[config.mk]
export PLATFORM = sky130hd
export DESIGN_NAME = flc_lut_entry
export DESIGN_NICKNAME = d
export VERILOG_FILES = /design/src/flc_pkg.sv /design/src/flc_lut_entry.sv
export VERILOG_INCLUDE_DIRS = /design/src
export SDC_FILE = /design/constraint.sdc
export NUM_CORES = 1
export LEC_CHECK = 0
export ABC_CLOCK_PERIOD_IN_PS = 9200
export BUFFER_PORTS_ARGS = -buffer_cell sky130_fd_sc_hd__buf_2
export CAP_MARGIN = 20
export CORE_MARGIN = 4
export CORE_UTILIZATION = 55
export DETAILED_ROUTE_END_ITERATION = 10
export GPL_TIMING_DRIVEN = 0
export HOLD_SLACK_MARGIN = 0.12
export PLACE_DENSITY = 0.76
export SLEW_MARGIN = 20
export SYNTH_ARGS = -nofsm -noshare
export SYNTH_HDL_FRONTEND = slang
export SYNTH_SLANG_ARGS = --single-unit
[constraint.sdc]
create_clock -name i_clock -period 9.2 [get_ports i_clock]
set_input_delay 1.84 -clock i_clock [delete_from_list [all_inputs] [get_ports i_clock]]
set_output_delay 1.84 -clock i_clock [all_outputs]
set_load 0.01 [all_outputs]
[src/flc_params.svh]
// Register offsets, field positions, reset values and widths for the fan table entry compare
`ifndef FLC_PARAMS_SVH
`define FLC_PARAMS_SVH
`define FLC_ADDR_W 8
`define FLC_OFS_TEMP_OFFSET 8'h4e
`define FLC_OFS_HYST 8'h4f
`define FLC_OFS_E1_TEMP 8'h50
`define FLC_OFS_E1_DUTY 8'h51
`define FLC_TEMP_OFFSET_W 6
`define FLC_HYST_W 5
`define FLC_RST_TEMP_OFFSET 6'h00
`define FLC_RST_HYST 5'h04
`define FLC_RST_E1_TEMP 8'h7f
`define FLC_RST_E1_DUTY 8'h3f
`define FLC_LIMIT_MSB_BIT 7
`define FLC_DUTY_LOW_W 6
`endif

[src/flc_pkg.sv]
// Types shared by the fan table entry compare block
package flc_pkg;
    // Comparator state, one-hot
    typedef enum logic [1:0]
    {
        FLC_IDLE = 2'b01,
        FLC_ACTIVE = 2'b10
    } flc_state_t;
endpackage

[src/flc_lut_entry.sv]
// Fan table offset, hysteresis, first entry registers and the entry comparator
`timescale 1ns/1ps
`default_nettype none
`include "flc_params.svh"
// Notes on behaviour
// - Add 6-bit unsigned offset to every limit
// - Effective limits may exceed 127, offset to 63
// - Hysteresis bits 7:5 ignore writes, read zero
// - 5-bit hysteresis, 1 degree steps, reset 4
// - Low temp resolution forces limit bit 7 zero
// - High resolution adds half-degree limit bit
// - Above entry limit, drive entry duty value
// - Compare 9 reading bits high, 8 low
// - Entries are positive, sign assumed zero
// - Low duty mode forces extended bits zero
// - Extended duty only at 22.5 kHz selection
// - Low six bits give duty, reset all ones
// - Table starts 0x50, temperature then duty
// - Entries writable only while program bit set
module flc_lut_entry
#(
    // Field widths, fixed by the read-back packing below
    parameter int unsigned OFFSET_W = `FLC_TEMP_OFFSET_W,
    parameter int unsigned HYST_W = `FLC_HYST_W
)
(
    input wire logic i_clock,
    input wire logic i_rst_n,
    input wire logic [7:0] i_addr,
    input wire logic i_wr,
    input wire logic [7:0] i_wdata,
    input wire logic i_rd,
    input wire logic i_pwm_program,
    input wire logic i_temp_hires,
    input wire logic i_duty_hires,
    input wire logic i_freq_22k5,
    input wire logic [10:0] i_remote_temp,
    output logic [7:0] o_rdata,
    output logic [7:0] o_pwm_value,
    output logic o_entry1_active
);
    // Read data register
    logic [7:0] rdata_q;
    logic [7:0] rdata_d;
    // Stored register fields
    logic [OFFSET_W-1:0] table_temp_offset_q;
    logic [OFFSET_W-1:0] table_temp_offset_d;
    logic [HYST_W-1:0] table_hysteresis_q;
    logic [HYST_W-1:0] table_hysteresis_d;
    logic entry1_limit_msb_q;
    logic entry1_limit_msb_d;
    logic [6:0] entry1_limit_low_q;
    logic [6:0] entry1_limit_low_d;
    logic [1:0] entry1_duty_ext_q;
    logic [1:0] entry1_duty_ext_d;
    logic [`FLC_DUTY_LOW_W-1:0] entry1_duty_low_q;
    logic [`FLC_DUTY_LOW_W-1:0] entry1_duty_low_d;
    // Comparator state and output registers
    flc_pkg::flc_state_t state_q;
    flc_pkg::flc_state_t state_d;
    logic [7:0] pwm_q;
    logic [7:0] pwm_d;
    // Remote reading synchroniser, from the sensing domain
    logic [10:0] temp_meta_q;
    logic [10:0] temp_sync_q;
    // Mode pins synchronised too
    logic [3:0] mode_meta_q;
    logic [3:0] mode_sync_q;
    // Derived comparison values, half-degree units, 10 bits
    logic [9:0] limit_half;
    logic [9:0] release_half;
    logic [9:0] reading_half;
    logic prog_s;
    logic thi_s;
    logic dhi_s;
    logic f22_s;
    // Reading as it stood one cycle ago, and the accepted copy
    logic [10:0] temp_prev_q;
    logic [10:0] temp_use_q;
    logic [10:0] temp_use_d;
    // Active flag in its own flop so the pin comes straight from it
    logic active_q;
    logic active_d;
    // Reset images of the two entry bytes, split into fields below
    localparam logic [7:0] RST_E1_TEMP = `FLC_RST_E1_TEMP;
    localparam logic [7:0] RST_E1_DUTY = `FLC_RST_E1_DUTY;

    // Read packing and the limit adder assume these widths;
    // anything else is refused at elaboration
    if (OFFSET_W != `FLC_TEMP_OFFSET_W || HYST_W != `FLC_HYST_W)
    begin
        $error("flc_lut_entry: unsupported field width");
    end

    // Limit in half degrees plus offset, entries always positive
    function automatic logic [9:0] eff_limit(input logic msb, input logic [6:0] low,
                                             input logic hires,
                                             input logic [5:0] ofs);
        logic [9:0] base;
        base = 10'h000;
        base = {2'b00, low, 1'b0};
        if (hires)
            base = {2'b00, low, msb};
        eff_limit = base + {3'b000, ofs, 1'b0};
    endfunction

    // Two-flop synchronisers for external inputs
    always_ff @(posedge i_clock)
    begin
        if (!i_rst_n)
        begin
            temp_meta_q <= 11'h000;
            temp_sync_q <= 11'h000;
            mode_meta_q <= 4'h0;
            mode_sync_q <= 4'h0;
            temp_prev_q <= 11'h000;
            temp_use_q <= 11'h000;
        end
        else
        begin
            temp_meta_q <= i_remote_temp;
            temp_sync_q <= temp_meta_q;
            mode_meta_q <= {i_pwm_program, i_temp_hires, i_duty_hires, i_freq_22k5};
            mode_sync_q <= mode_meta_q;
            // Previous copy feeds the agreement test
            temp_prev_q <= temp_sync_q;
            temp_use_q <= temp_use_d;
        end
    end

    // Accept a reading only once it has stood two cycles; the word's bits
    // may cross at different edges, so a torn value is never compared
    always_comb
    begin
        temp_use_d = temp_use_q;
        if (temp_sync_q == temp_prev_q)
            temp_use_d = temp_sync_q;
    end

    assign prog_s = mode_sync_q[3];
    assign thi_s = mode_sync_q[2];
    assign dhi_s = mode_sync_q[1];
    assign f22_s = mode_sync_q[0];

    // Reading is unsigned, 1/8 degree LSB; take integer and half bits
    always_comb
    begin
        reading_half = {1'b0, temp_use_q[10:3], temp_use_q[2]};
        if (!thi_s)
            reading_half = {1'b0, temp_use_q[10:3], 1'b0};
    end

    // Effective limit and release point
    always_comb
    begin
        limit_half = eff_limit(entry1_limit_msb_q, entry1_limit_low_q, thi_s,
                               table_temp_offset_q);
        if (limit_half > {4'h0, table_hysteresis_q, 1'b0})
            release_half = limit_half - {4'h0, table_hysteresis_q, 1'b0};
        else
            release_half = 10'h000;
    end

    // Register write decode and read mux
    always_comb
    begin
        table_temp_offset_d = table_temp_offset_q;
        table_hysteresis_d = table_hysteresis_q;
        entry1_limit_msb_d = entry1_limit_msb_q;
        entry1_limit_low_d = entry1_limit_low_q;
        entry1_duty_ext_d = entry1_duty_ext_q;
        entry1_duty_low_d = entry1_duty_low_q;
        rdata_d = rdata_q;
        if (i_wr)
        begin
            case (i_addr)
                `FLC_OFS_TEMP_OFFSET:
                    table_temp_offset_d = i_wdata[5:0];
                `FLC_OFS_HYST:
                    table_hysteresis_d = i_wdata[4:0];
                `FLC_OFS_E1_TEMP:
                begin
                    if (prog_s)
                    begin
                        entry1_limit_msb_d = i_wdata[`FLC_LIMIT_MSB_BIT];
                        entry1_limit_low_d = i_wdata[6:0];
                    end
                end
                `FLC_OFS_E1_DUTY:
                begin
                    if (prog_s)
                    begin
                        entry1_duty_ext_d = i_wdata[7:6];
                        entry1_duty_low_d = i_wdata[5:0];
                    end
                end
                default:
                begin
                end
            endcase
        end
        if (i_rd)
        begin
            case (i_addr)
                `FLC_OFS_TEMP_OFFSET:
                    rdata_d = {2'b00, table_temp_offset_q};
                `FLC_OFS_HYST:
                    rdata_d = {3'b000, table_hysteresis_q};
                `FLC_OFS_E1_TEMP:
                    rdata_d = {entry1_limit_msb_q & thi_s, entry1_limit_low_q};
                `FLC_OFS_E1_DUTY:
                    rdata_d = {entry1_duty_ext_q & {2{dhi_s & f22_s}}, entry1_duty_low_q};
                default:
                    rdata_d = 8'h00;
            endcase
        end
    end

    // Comparator state machine and PWM choice
    always_comb
    begin
        state_d = state_q;
        pwm_d = 8'h00;
        active_d = 1'b0;
        case (state_q)
            flc_pkg::FLC_IDLE:
            begin
                if (reading_half > limit_half)
                    state_d = flc_pkg::FLC_ACTIVE;
            end
            flc_pkg::FLC_ACTIVE:
            begin
                if (reading_half < release_half)
                    state_d = flc_pkg::FLC_IDLE;
            end
            default:
                state_d = flc_pkg::FLC_IDLE;
        endcase
        // only entry here, so it is highest
        if (state_d == flc_pkg::FLC_ACTIVE)
        begin
            active_d = 1'b1;
            pwm_d = {2'b00, entry1_duty_low_q};
            if (dhi_s && f22_s)
                pwm_d = {entry1_duty_ext_q, entry1_duty_low_q};
        end
    end

    // Register everything
    always_ff @(posedge i_clock)
    begin
        if (!i_rst_n)
        begin
            table_temp_offset_q <= `FLC_RST_TEMP_OFFSET;
            table_hysteresis_q <= `FLC_RST_HYST;
            // Entry fields cut from the reset images
            entry1_limit_msb_q <= RST_E1_TEMP[`FLC_LIMIT_MSB_BIT];
            entry1_limit_low_q <= RST_E1_TEMP[6:0];
            entry1_duty_ext_q <= RST_E1_DUTY[7:6];
            entry1_duty_low_q <= RST_E1_DUTY[`FLC_DUTY_LOW_W-1:0];
            rdata_q <= 8'h00;
            state_q <= flc_pkg::FLC_IDLE;
            pwm_q <= 8'h00;
            active_q <= 1'b0;
        end
        else
        begin
            table_temp_offset_q <= table_temp_offset_d;
            table_hysteresis_q <= table_hysteresis_d;
            entry1_limit_msb_q <= entry1_limit_msb_d;
            entry1_limit_low_q <= entry1_limit_low_d;
            entry1_duty_ext_q <= entry1_duty_ext_d;
            entry1_duty_low_q <= entry1_duty_low_d;
            rdata_q <= rdata_d;
            state_q <= state_d;
            pwm_q <= pwm_d;
            active_q <= active_d;
        end
    end

    assign o_rdata = rdata_q;
    assign o_pwm_value = pwm_q;
    assign o_entry1_active = active_q;
endmodule
`default_nettype wire

; Yosys cells after proc, flatten, opt, wreduce, memory -nomap -nowiden
; Index checks and enable logic that the tools add are counted.
[op_classes]
addsub = 2
n_mul = 0
n_div = 0
n_lt_le_gt_ge = 3
n_eq_ne = 8
shifts = 0
n_mux = 8
n_bitwise = 3
reduce_logical = 7
[op_table]
columns = operator, count
row1 = $eq 8x7->1 const B, 4
row2 = $pmux 8 s4, 1
row3 = $eq 11x11->1, 1
row4 = $gt 10x6->1, 1
row5 = $lt 9x10->1, 1
row6 = $mux 10, 1
row7 = $sub 10x6->10, 1
row8 = $add 8x7->9, 1
row9 = $gt 9x9->1, 1
row10 = $reduce_and 3->1, 3
row11 = $reduce_and 2->1, 3
row12 = $eq 2x2->1 const B, 2
row13 = $mux 2, 2
row14 = $pmux 2 s2, 1
row15 = $mux 1, 3
row16 = $and 1x1->1, 2
row17 = $and 2x2->2, 1
row18 = $eq 2x1->1 const B, 1
row19 = $logic_and 1x1->1, 1
[word_totals]
ff_bits = 98
latch_bits = 0
mem_bits_rw = 0
mem_bits_ro = 0
in_bits = 35
out_inout_bits = 17
word_cells = 48
mem_count = 0

; Longest topological paths before layout
[logic_depth]
depth_word = 9
depth_mapped = 20
mapped_depth_nobuf = 19

; Worst setup path after synthesis
; OpenSTA, ideal clock, no wires.
[synth_path]
path_kind = flip-flop to flip-flop
start = register table_temp_offset_q[0]
end = register pwm_q[6] (netlist: o_pwm_value[6])
setup_ns = 0.132
arrival_time_ns = 3.933
required_time_ns = 9.068
path_slack_ns = 5.134
path_stages_with_launch = 20
period_less_slack_ns = 4.066
path_cell_list = dfxtp_1 ha_1 fa_1 a21o_1 a21oi_1 xnor2_1 ha_1 and4_1 a32oi_1 o31ai_1 nand3_1 nand2_1 ha_1 a211oi_1 nor2_1 nor3_1 o21ai_0 a311o_1 nand3_1 nor3_2
[synth_between]
elab_chain_len = 8
elab_cells_between_ends = 11
classes_between = add/sub (2) / order compare (3) / eq/ne (1) / mux (4) / reduce/logical (1)
[synth_rtl]
columns = item, line
row1 = start: declaration, flc_lut_entry.sv:46  ; logic [OFFSET_W-1:0] table_temp_offset_q;
row2 = start signal: assignment, flc_lut_entry.sv:254  ; table_temp_offset_q <= `FLC_RST_TEMP_OFFSET;
row3 = start signal: assignment, flc_lut_entry.sv:268  ; table_temp_offset_q <= table_temp_offset_d;
row4 = $add 8x7->9 *, flc_lut_entry.sv:104  ; eff_limit = base + {3'b000, ofs, 1'b0};
row5 = $sub 10x6->10 or $gt 10x6->1 (tied branches), "flc_lut_entry.sv:159, flc_lut_entry.sv:158"
row6 = $mux 10, flc_lut_entry.sv:158  ; if (limit_half > {4'h0, table_hysteresis_q, 1'b0})
row7 = $lt 9x10->1, flc_lut_entry.sv:233  ; if (reading_half < release_half)
row8 = $mux 2, flc_lut_entry.sv:233
row9 = $pmux 2 s2 *, flc_lut_entry.sv:225  ; case (state_q)
row10 = $eq 2x2->1 *, flc_lut_entry.sv:240  ; if (state_d == flc_pkg::FLC_ACTIVE)
row11 = $reduce_and 3->1 (no source line) *, --
row12 = end signal: assignment, flc_lut_entry.sv:276  ; pwm_q <= pwm_d;
row13 = end: declaration, flc_lut_entry.sv:61  ; logic [7:0] pwm_q;
; Mark *: on every way between the ends. The rest lies on a longest branch, timed or not.
; A chain may end at the register's enable or synchronous reset.

; Final worst setup path
[layout_path]
start = register table_temp_offset_q[0]
end = register pwm_q[7] (netlist: o_pwm_value[7])
; The elaborated chain is that of the path after synthesis.

==> impl_metrics.prom <==
# TYPE chip_impl_metric gauge
chip_impl_metric{name="dp_hpwl",unit="um"} 7700
chip_impl_metric{name="avgRoutedWirePerCell",unit="um"} 15.0
chip_impl_metric{name="cts.sinks",unit=""} 96
chip_impl_metric{name="insertedDiodeCount",unit=""} 0
chip_impl_metric{name="routed_wl",unit="um"} 9680
chip_impl_metric{name="clk_latency",unit="ns"} 0.36
chip_impl_metric{name="globalRoute.totalOverflow",unit=""} 0
chip_impl_metric{name="cap_violations",unit=""} 0
chip_impl_metric{name="setup_total_negative_slack",unit="ns"} 0
chip_impl_metric{name="die_width",unit="um"} 98.7
chip_impl_metric{name="max-slew-margin-rel",unit="%"} 46.3
chip_impl_metric{name="leakage",unit="nW"} 2.35
chip_impl_metric{name="synth_warnings",unit=""} 0
chip_impl_metric{name="route.detailed.drc",unit=""} 0
chip_impl_metric{name="worstRegToRegCells",unit=""} 19
chip_impl_info{name="tritoncts",value="built"} 1
chip_impl_metric{name="dr.first_iter.drc_count",unit=""} 137
chip_impl_metric{name="synth_edf_count",unit=""} 0
chip_impl_metric{name="route.detailed.vias_per_inst",unit=""} 5.50
chip_impl_info{name="r2r-start",value="table_temp_offset_q[0]"} 1
chip_impl_metric{name="initial_antenna_violation_count",unit=""} 0
chip_impl_metric{name="clock_transition_at_the_registers_of_the_reported_paths",unit="ns"} 0.09
chip_impl_info{name="critPathLaunchType",value="flip-flop"} 1
chip_impl_metric{name="syn_area",unit="sq um"} 4530
chip_impl_metric{name="ctsLongestPathBuffers",unit=""} 2
chip_impl_info{name="grt_setup_unrepaired",value="false"} 1
chip_impl_metric{name="yosys.cell_types.count",unit=""} 52
chip_impl_metric{name="synth-seq-area-share",unit="%"} 42.5
chip_impl_metric{name="final.period_utilization",unit="%"} 52.4
chip_impl_info{name="min_path_type",value="reg2reg"} 1
chip_impl_metric{name="fmaxAchievable",unit="GHz"} 0.208
chip_impl_info{name="ctsRootBufferMaster",value="sky130_fd_sc_hd__clkbuf_8"} 1
chip_impl_metric{name="totalPowerFinal",unit="mW"} 0.792
chip_impl_metric{name="cts_inserted_buffers",unit=""} 9
chip_impl_metric{name="area_delta_synth_final",unit="%"} 13.1
chip_impl_metric{name="nets",unit=""} 606
chip_impl_metric{name="worst_hold_path.num_cells",unit=""} 1
chip_impl_info{name="dominantRegCellSynth",value="sky130_fd_sc_hd__dfxtp_1"} 1
chip_impl_metric{name="grt_util_all_layers",unit="%"} 20.3
chip_impl_metric{name="final_layout_size_suffix_gt1_share",unit="%"} 16.0
chip_impl_metric{name="synth_seq_cells",unit=""} 96
chip_impl_info{name="capturing_element_type_of_the_critical_path",value="flip-flop"} 1
chip_impl_info{name="post_synth_main_area_contributors",value="sky130_fd_sc_hd__dfxtp_1, sky130_fd_sc_hd__ha_1, sky130_fd_sc_hd__and2_1"} 1
chip_impl_metric{name="ctsHtreeMaxLevel",unit=""} 3
chip_impl_metric{name="pin_count",unit=""} 52
chip_impl_metric{name="detailroute.via_count",unit=""} 3546
chip_impl_metric{name="initial_utilization",unit="%"} 57.7
chip_impl_info{name="worst_hold_startpoint",value="temp_meta_q[1]"} 1
chip_impl_metric{name="gp_congestion",unit=""} 0.916
chip_impl_metric{name="synth.avg_cell_area",unit="sq um"} 9.47
chip_impl_metric{name="post-cts-setup-buffers",unit=""} 0
chip_impl_metric{name="finClkSkew",unit="ns"} 0.0119
chip_impl_info{name="timing.setup.critical_path_class",value="reg2reg"} 1
chip_impl_metric{name="grt_pass1_vias",unit=""} 3365
chip_impl_metric{name="synth_fp_nets",unit=""} 545
chip_impl_metric{name="layout.filler_cells",unit=""} 681
chip_impl_metric{name="die_h",unit="um"} 98.7
chip_impl_metric{name="power_per_cell_area",unit="nW/um^2"} 155
chip_impl_metric{name="worst_ep_required_time",unit="ns"} 9.48
chip_impl_metric{name="worst_pin_slew",unit="ns"} 0.799
chip_impl_metric{name="port-buffer-count",unit=""} 50
chip_impl_metric{name="rows",unit=""} 32
chip_impl_info{name="synthTopCellsByCount",value="sky130_fd_sc_hd__dfxtp_1, sky130_fd_sc_hd__and2_1, sky130_fd_sc_hd__nand2_1, sky130_fd_sc_hd__ha_1, sky130_fd_sc_hd__nor2b_1"} 1
chip_impl_metric{name="die_area",unit="sq um"} 9740
chip_impl_metric{name="report.final.slew_viol_count",unit=""} 0
chip_impl_metric{name="synth_top_area_share",unit="%"} 42.5
chip_impl_info{name="reg2reg_to",value="o_pwm_value[7]"} 1
chip_impl_metric{name="reg2reg_setup_slack",unit="ns"} 4.38
chip_impl_metric{name="max-vdd-ir-drop",unit="V"} 0.000124
chip_impl_info{name="post-synth-top-count-cell",value="sky130_fd_sc_hd__dfxtp_1"} 1
chip_impl_metric{name="number_of_hold_buffers_added_after_cts",unit=""} 0
chip_impl_metric{name="postCtsResizedCells",unit=""} 0
chip_impl_metric{name="syn_inst",unit=""} 478
chip_impl_metric{name="timing.final.crit_period",unit="ns"} 4.82
chip_impl_info{name="outcome",value="finished clean"} 1
chip_impl_metric{name="crit_path_max_fanout",unit=""} 9
chip_impl_metric{name="timing_hold_violations_final",unit=""} 0
chip_impl_metric{name="grt_max_degree",unit=""} 17
chip_impl_info{name="timing.hold.worst_endpoint",value="temp_sync_q[1]"} 1
chip_impl_info{name="yosysTopAreaCell",value="sky130_fd_sc_hd__dfxtp_1"} 1
chip_impl_metric{name="asyncSetResetFlopFracSynth",unit="%"} 0
chip_impl_metric{name="worstPathArrival",unit="ns"} 5.10
chip_impl_metric{name="first_pass_iters",unit=""} 4
chip_impl_metric{name="final_antenna_net_count",unit=""} 0
chip_impl_metric{name="core_region_area",unit="sq um"} 7850
chip_impl_metric{name="timing.final.setup_violations",unit=""} 0
chip_impl_metric{name="wire_length_of_the_first_global_routing_pass",unit="um"} 16000
## critical path: stages, from the launching register on
cell                       delay [ns]
sky130_fd_sc_hd__dfxtp_1         0.34
sky130_fd_sc_hd__ha_1            0.23
sky130_fd_sc_hd__fa_1            0.44
sky130_fd_sc_hd__a21o_1          0.18
sky130_fd_sc_hd__a21oi_1         0.17
sky130_fd_sc_hd__xnor2_1         0.19
sky130_fd_sc_hd__ha_1            0.33
sky130_fd_sc_hd__and4_1          0.21
sky130_fd_sc_hd__a32oi_1         0.20
sky130_fd_sc_hd__o31ai_1         0.16
sky130_fd_sc_hd__nand3_1         0.29
sky130_fd_sc_hd__nand2_1         0.11
sky130_fd_sc_hd__ha_1            0.31
sky130_fd_sc_hd__nand4_1         0.14
sky130_fd_sc_hd__a311oi_1        0.30
sky130_fd_sc_hd__nor3_1          0.09
sky130_fd_sc_hd__o21ai_0         0.24
sky130_fd_sc_hd__a311o_1         0.19
sky130_fd_sc_hd__nand3_1         0.36
sky130_fd_sc_hd__nor3_2          0.25
## registers in the layout, indices dropped and copies added (netlist names)
register	count
o_entry1_active	1
entry1_duty_low_q	6
temp_prev_q	11
entry1_duty_ext_q	2
temp_meta_q	11
mode_meta_q	4
entry1_limit_low_q	7
state_q	2
o_rdata	8
entry1_limit_msb_q	1
table_hysteresis_q	5
table_temp_offset_q	6
o_pwm_value	8
temp_use_q	9
temp_sync_q	11
mode_sync_q	4
## per-layer routing
layer	up-vias	GRT usage, %	share of wire (%)
li1	1765	-	-
met1	1680	27.7	45
met2	90	32.9	46
met3	11	4.74	7.2
met4	0	4.52	1.0
met5	-	0	0
## where the power goes
part	switching [mW]	total (mW)	internal, mW
logic	0.0336	0.0575	0.0238
registers	0.00538	0.431	0.425
clock network	0.150	0.304	0.154
total	0.189	0.792	0.603
## placed cells by master (no fill, tap or decap), types with 3 or more instances in the layout
| cell type | netlist | routed |
|---|---|---|
| sky130_fd_sc_hd__dfxtp_1 | 96 | 96 |
| sky130_fd_sc_hd__buf_2 | 5 | 55 |
| sky130_fd_sc_hd__and2_1 | 47 | 47 |
| sky130_fd_sc_hd__nand2_1 | 42 | 42 |
| sky130_fd_sc_hd__ha_1 | 30 | 30 |
| sky130_fd_sc_hd__nor2b_1 | 28 | 28 |
| sky130_fd_sc_hd__inv_1 | 26 | 26 |
| sky130_fd_sc_hd__nand3_1 | 23 | 23 |
| sky130_fd_sc_hd__mux2i_1 | 17 | 17 |
| sky130_fd_sc_hd__clkbuf_1 | 14 | 14 |
| sky130_fd_sc_hd__a21oi_1 | 13 | 13 |
| sky130_fd_sc_hd__nor2_1 | 13 | 13 |
| sky130_fd_sc_hd__xor2_1 | 13 | 13 |
| sky130_fd_sc_hd__a22oi_1 | 11 | 11 |
| sky130_fd_sc_hd__o211ai_1 | 9 | 9 |
| sky130_fd_sc_hd__clkbuf_8 | 0 | 9 |
| sky130_fd_sc_hd__o21ai_0 | 8 | 8 |
| sky130_fd_sc_hd__o21a_1 | 8 | 8 |
| sky130_fd_sc_hd__nor3_2 | 8 | 8 |
| sky130_fd_sc_hd__a21boi_0 | 8 | 8 |
| sky130_fd_sc_hd__nand2b_1 | 5 | 5 |
| sky130_fd_sc_hd__xnor2_1 | 5 | 5 |
| sky130_fd_sc_hd__nand4_1 | 5 | 5 |
| sky130_fd_sc_hd__a21o_1 | 4 | 4 |
| sky130_fd_sc_hd__and3_1 | 3 | 3 |
| sky130_fd_sc_hd__nor3_1 | 3 | 3 |
## cell families (layout without fill, tap and decap cells)
kind of cell,after synthesis,after routing,share of synthesized area [%]
flip-flops,96,96,42.5
multiplexers,17,17,3.76
AND/OR/NAND/NOR,189,189,23.8
AO/OA/AOI/OAI,79,79,12.8
buffers and inverters,46,111,4.12
adder cells (fa/ha/maj),32,32,9.18
XOR/XNOR,19,19,3.84
## stage by stage
stage / hold slack [ns] / util, % / area (sq um) / setup slack [ns] / std cells
floorplan: 0.412 / - / 4530 / 5.13 / 478
finish: 0.434 / 65.2 / 5120 / 4.38 / 645
detailed placement: 0.419 / 62.5 / 4900 / 4.47 / 630
global route: 0.449 / 65.2 / 5120 / 3.98 / 645
CTS: 0.436 / 65.2 / 5120 / 4.42 / 645
global placement: 0.417 / 62.5 / 4900 / 4.60 / 630
## worst max-delay path by stage
stage                           start        endpoint  depth (start not counted)
6_report       table_temp_offset_q[0]  o_pwm_value[7]                         19
3_5_place_dp   table_temp_offset_q[0]  o_pwm_value[2]                         19
2_1_floorplan  table_temp_offset_q[0]  o_pwm_value[6]                         19
4_1_cts        table_temp_offset_q[0]  o_pwm_value[2]                         19
3_3_place_gp   table_temp_offset_q[0]  o_pwm_value[6]                         19
5_1_grt        table_temp_offset_q[0]  o_pwm_value[2]                         19
## final cells by class
type / count / area, sq um / area share, %
repair buffers: 50 / 250 / 4.89
well taps: 102 / 128 / 2.49
inverters: 26 / 97.6 / 1.91
multi-input cells: 336 / 2420 / 47.2
flip-flops and latches: 96 / 1920 / 37.5
clock inverters: 6 / 92.6 / 1.81
plain buffers: 20 / 88.8 / 1.74
clock buffers: 9 / 124 / 2.42
(Power assumes the default switching activity.)
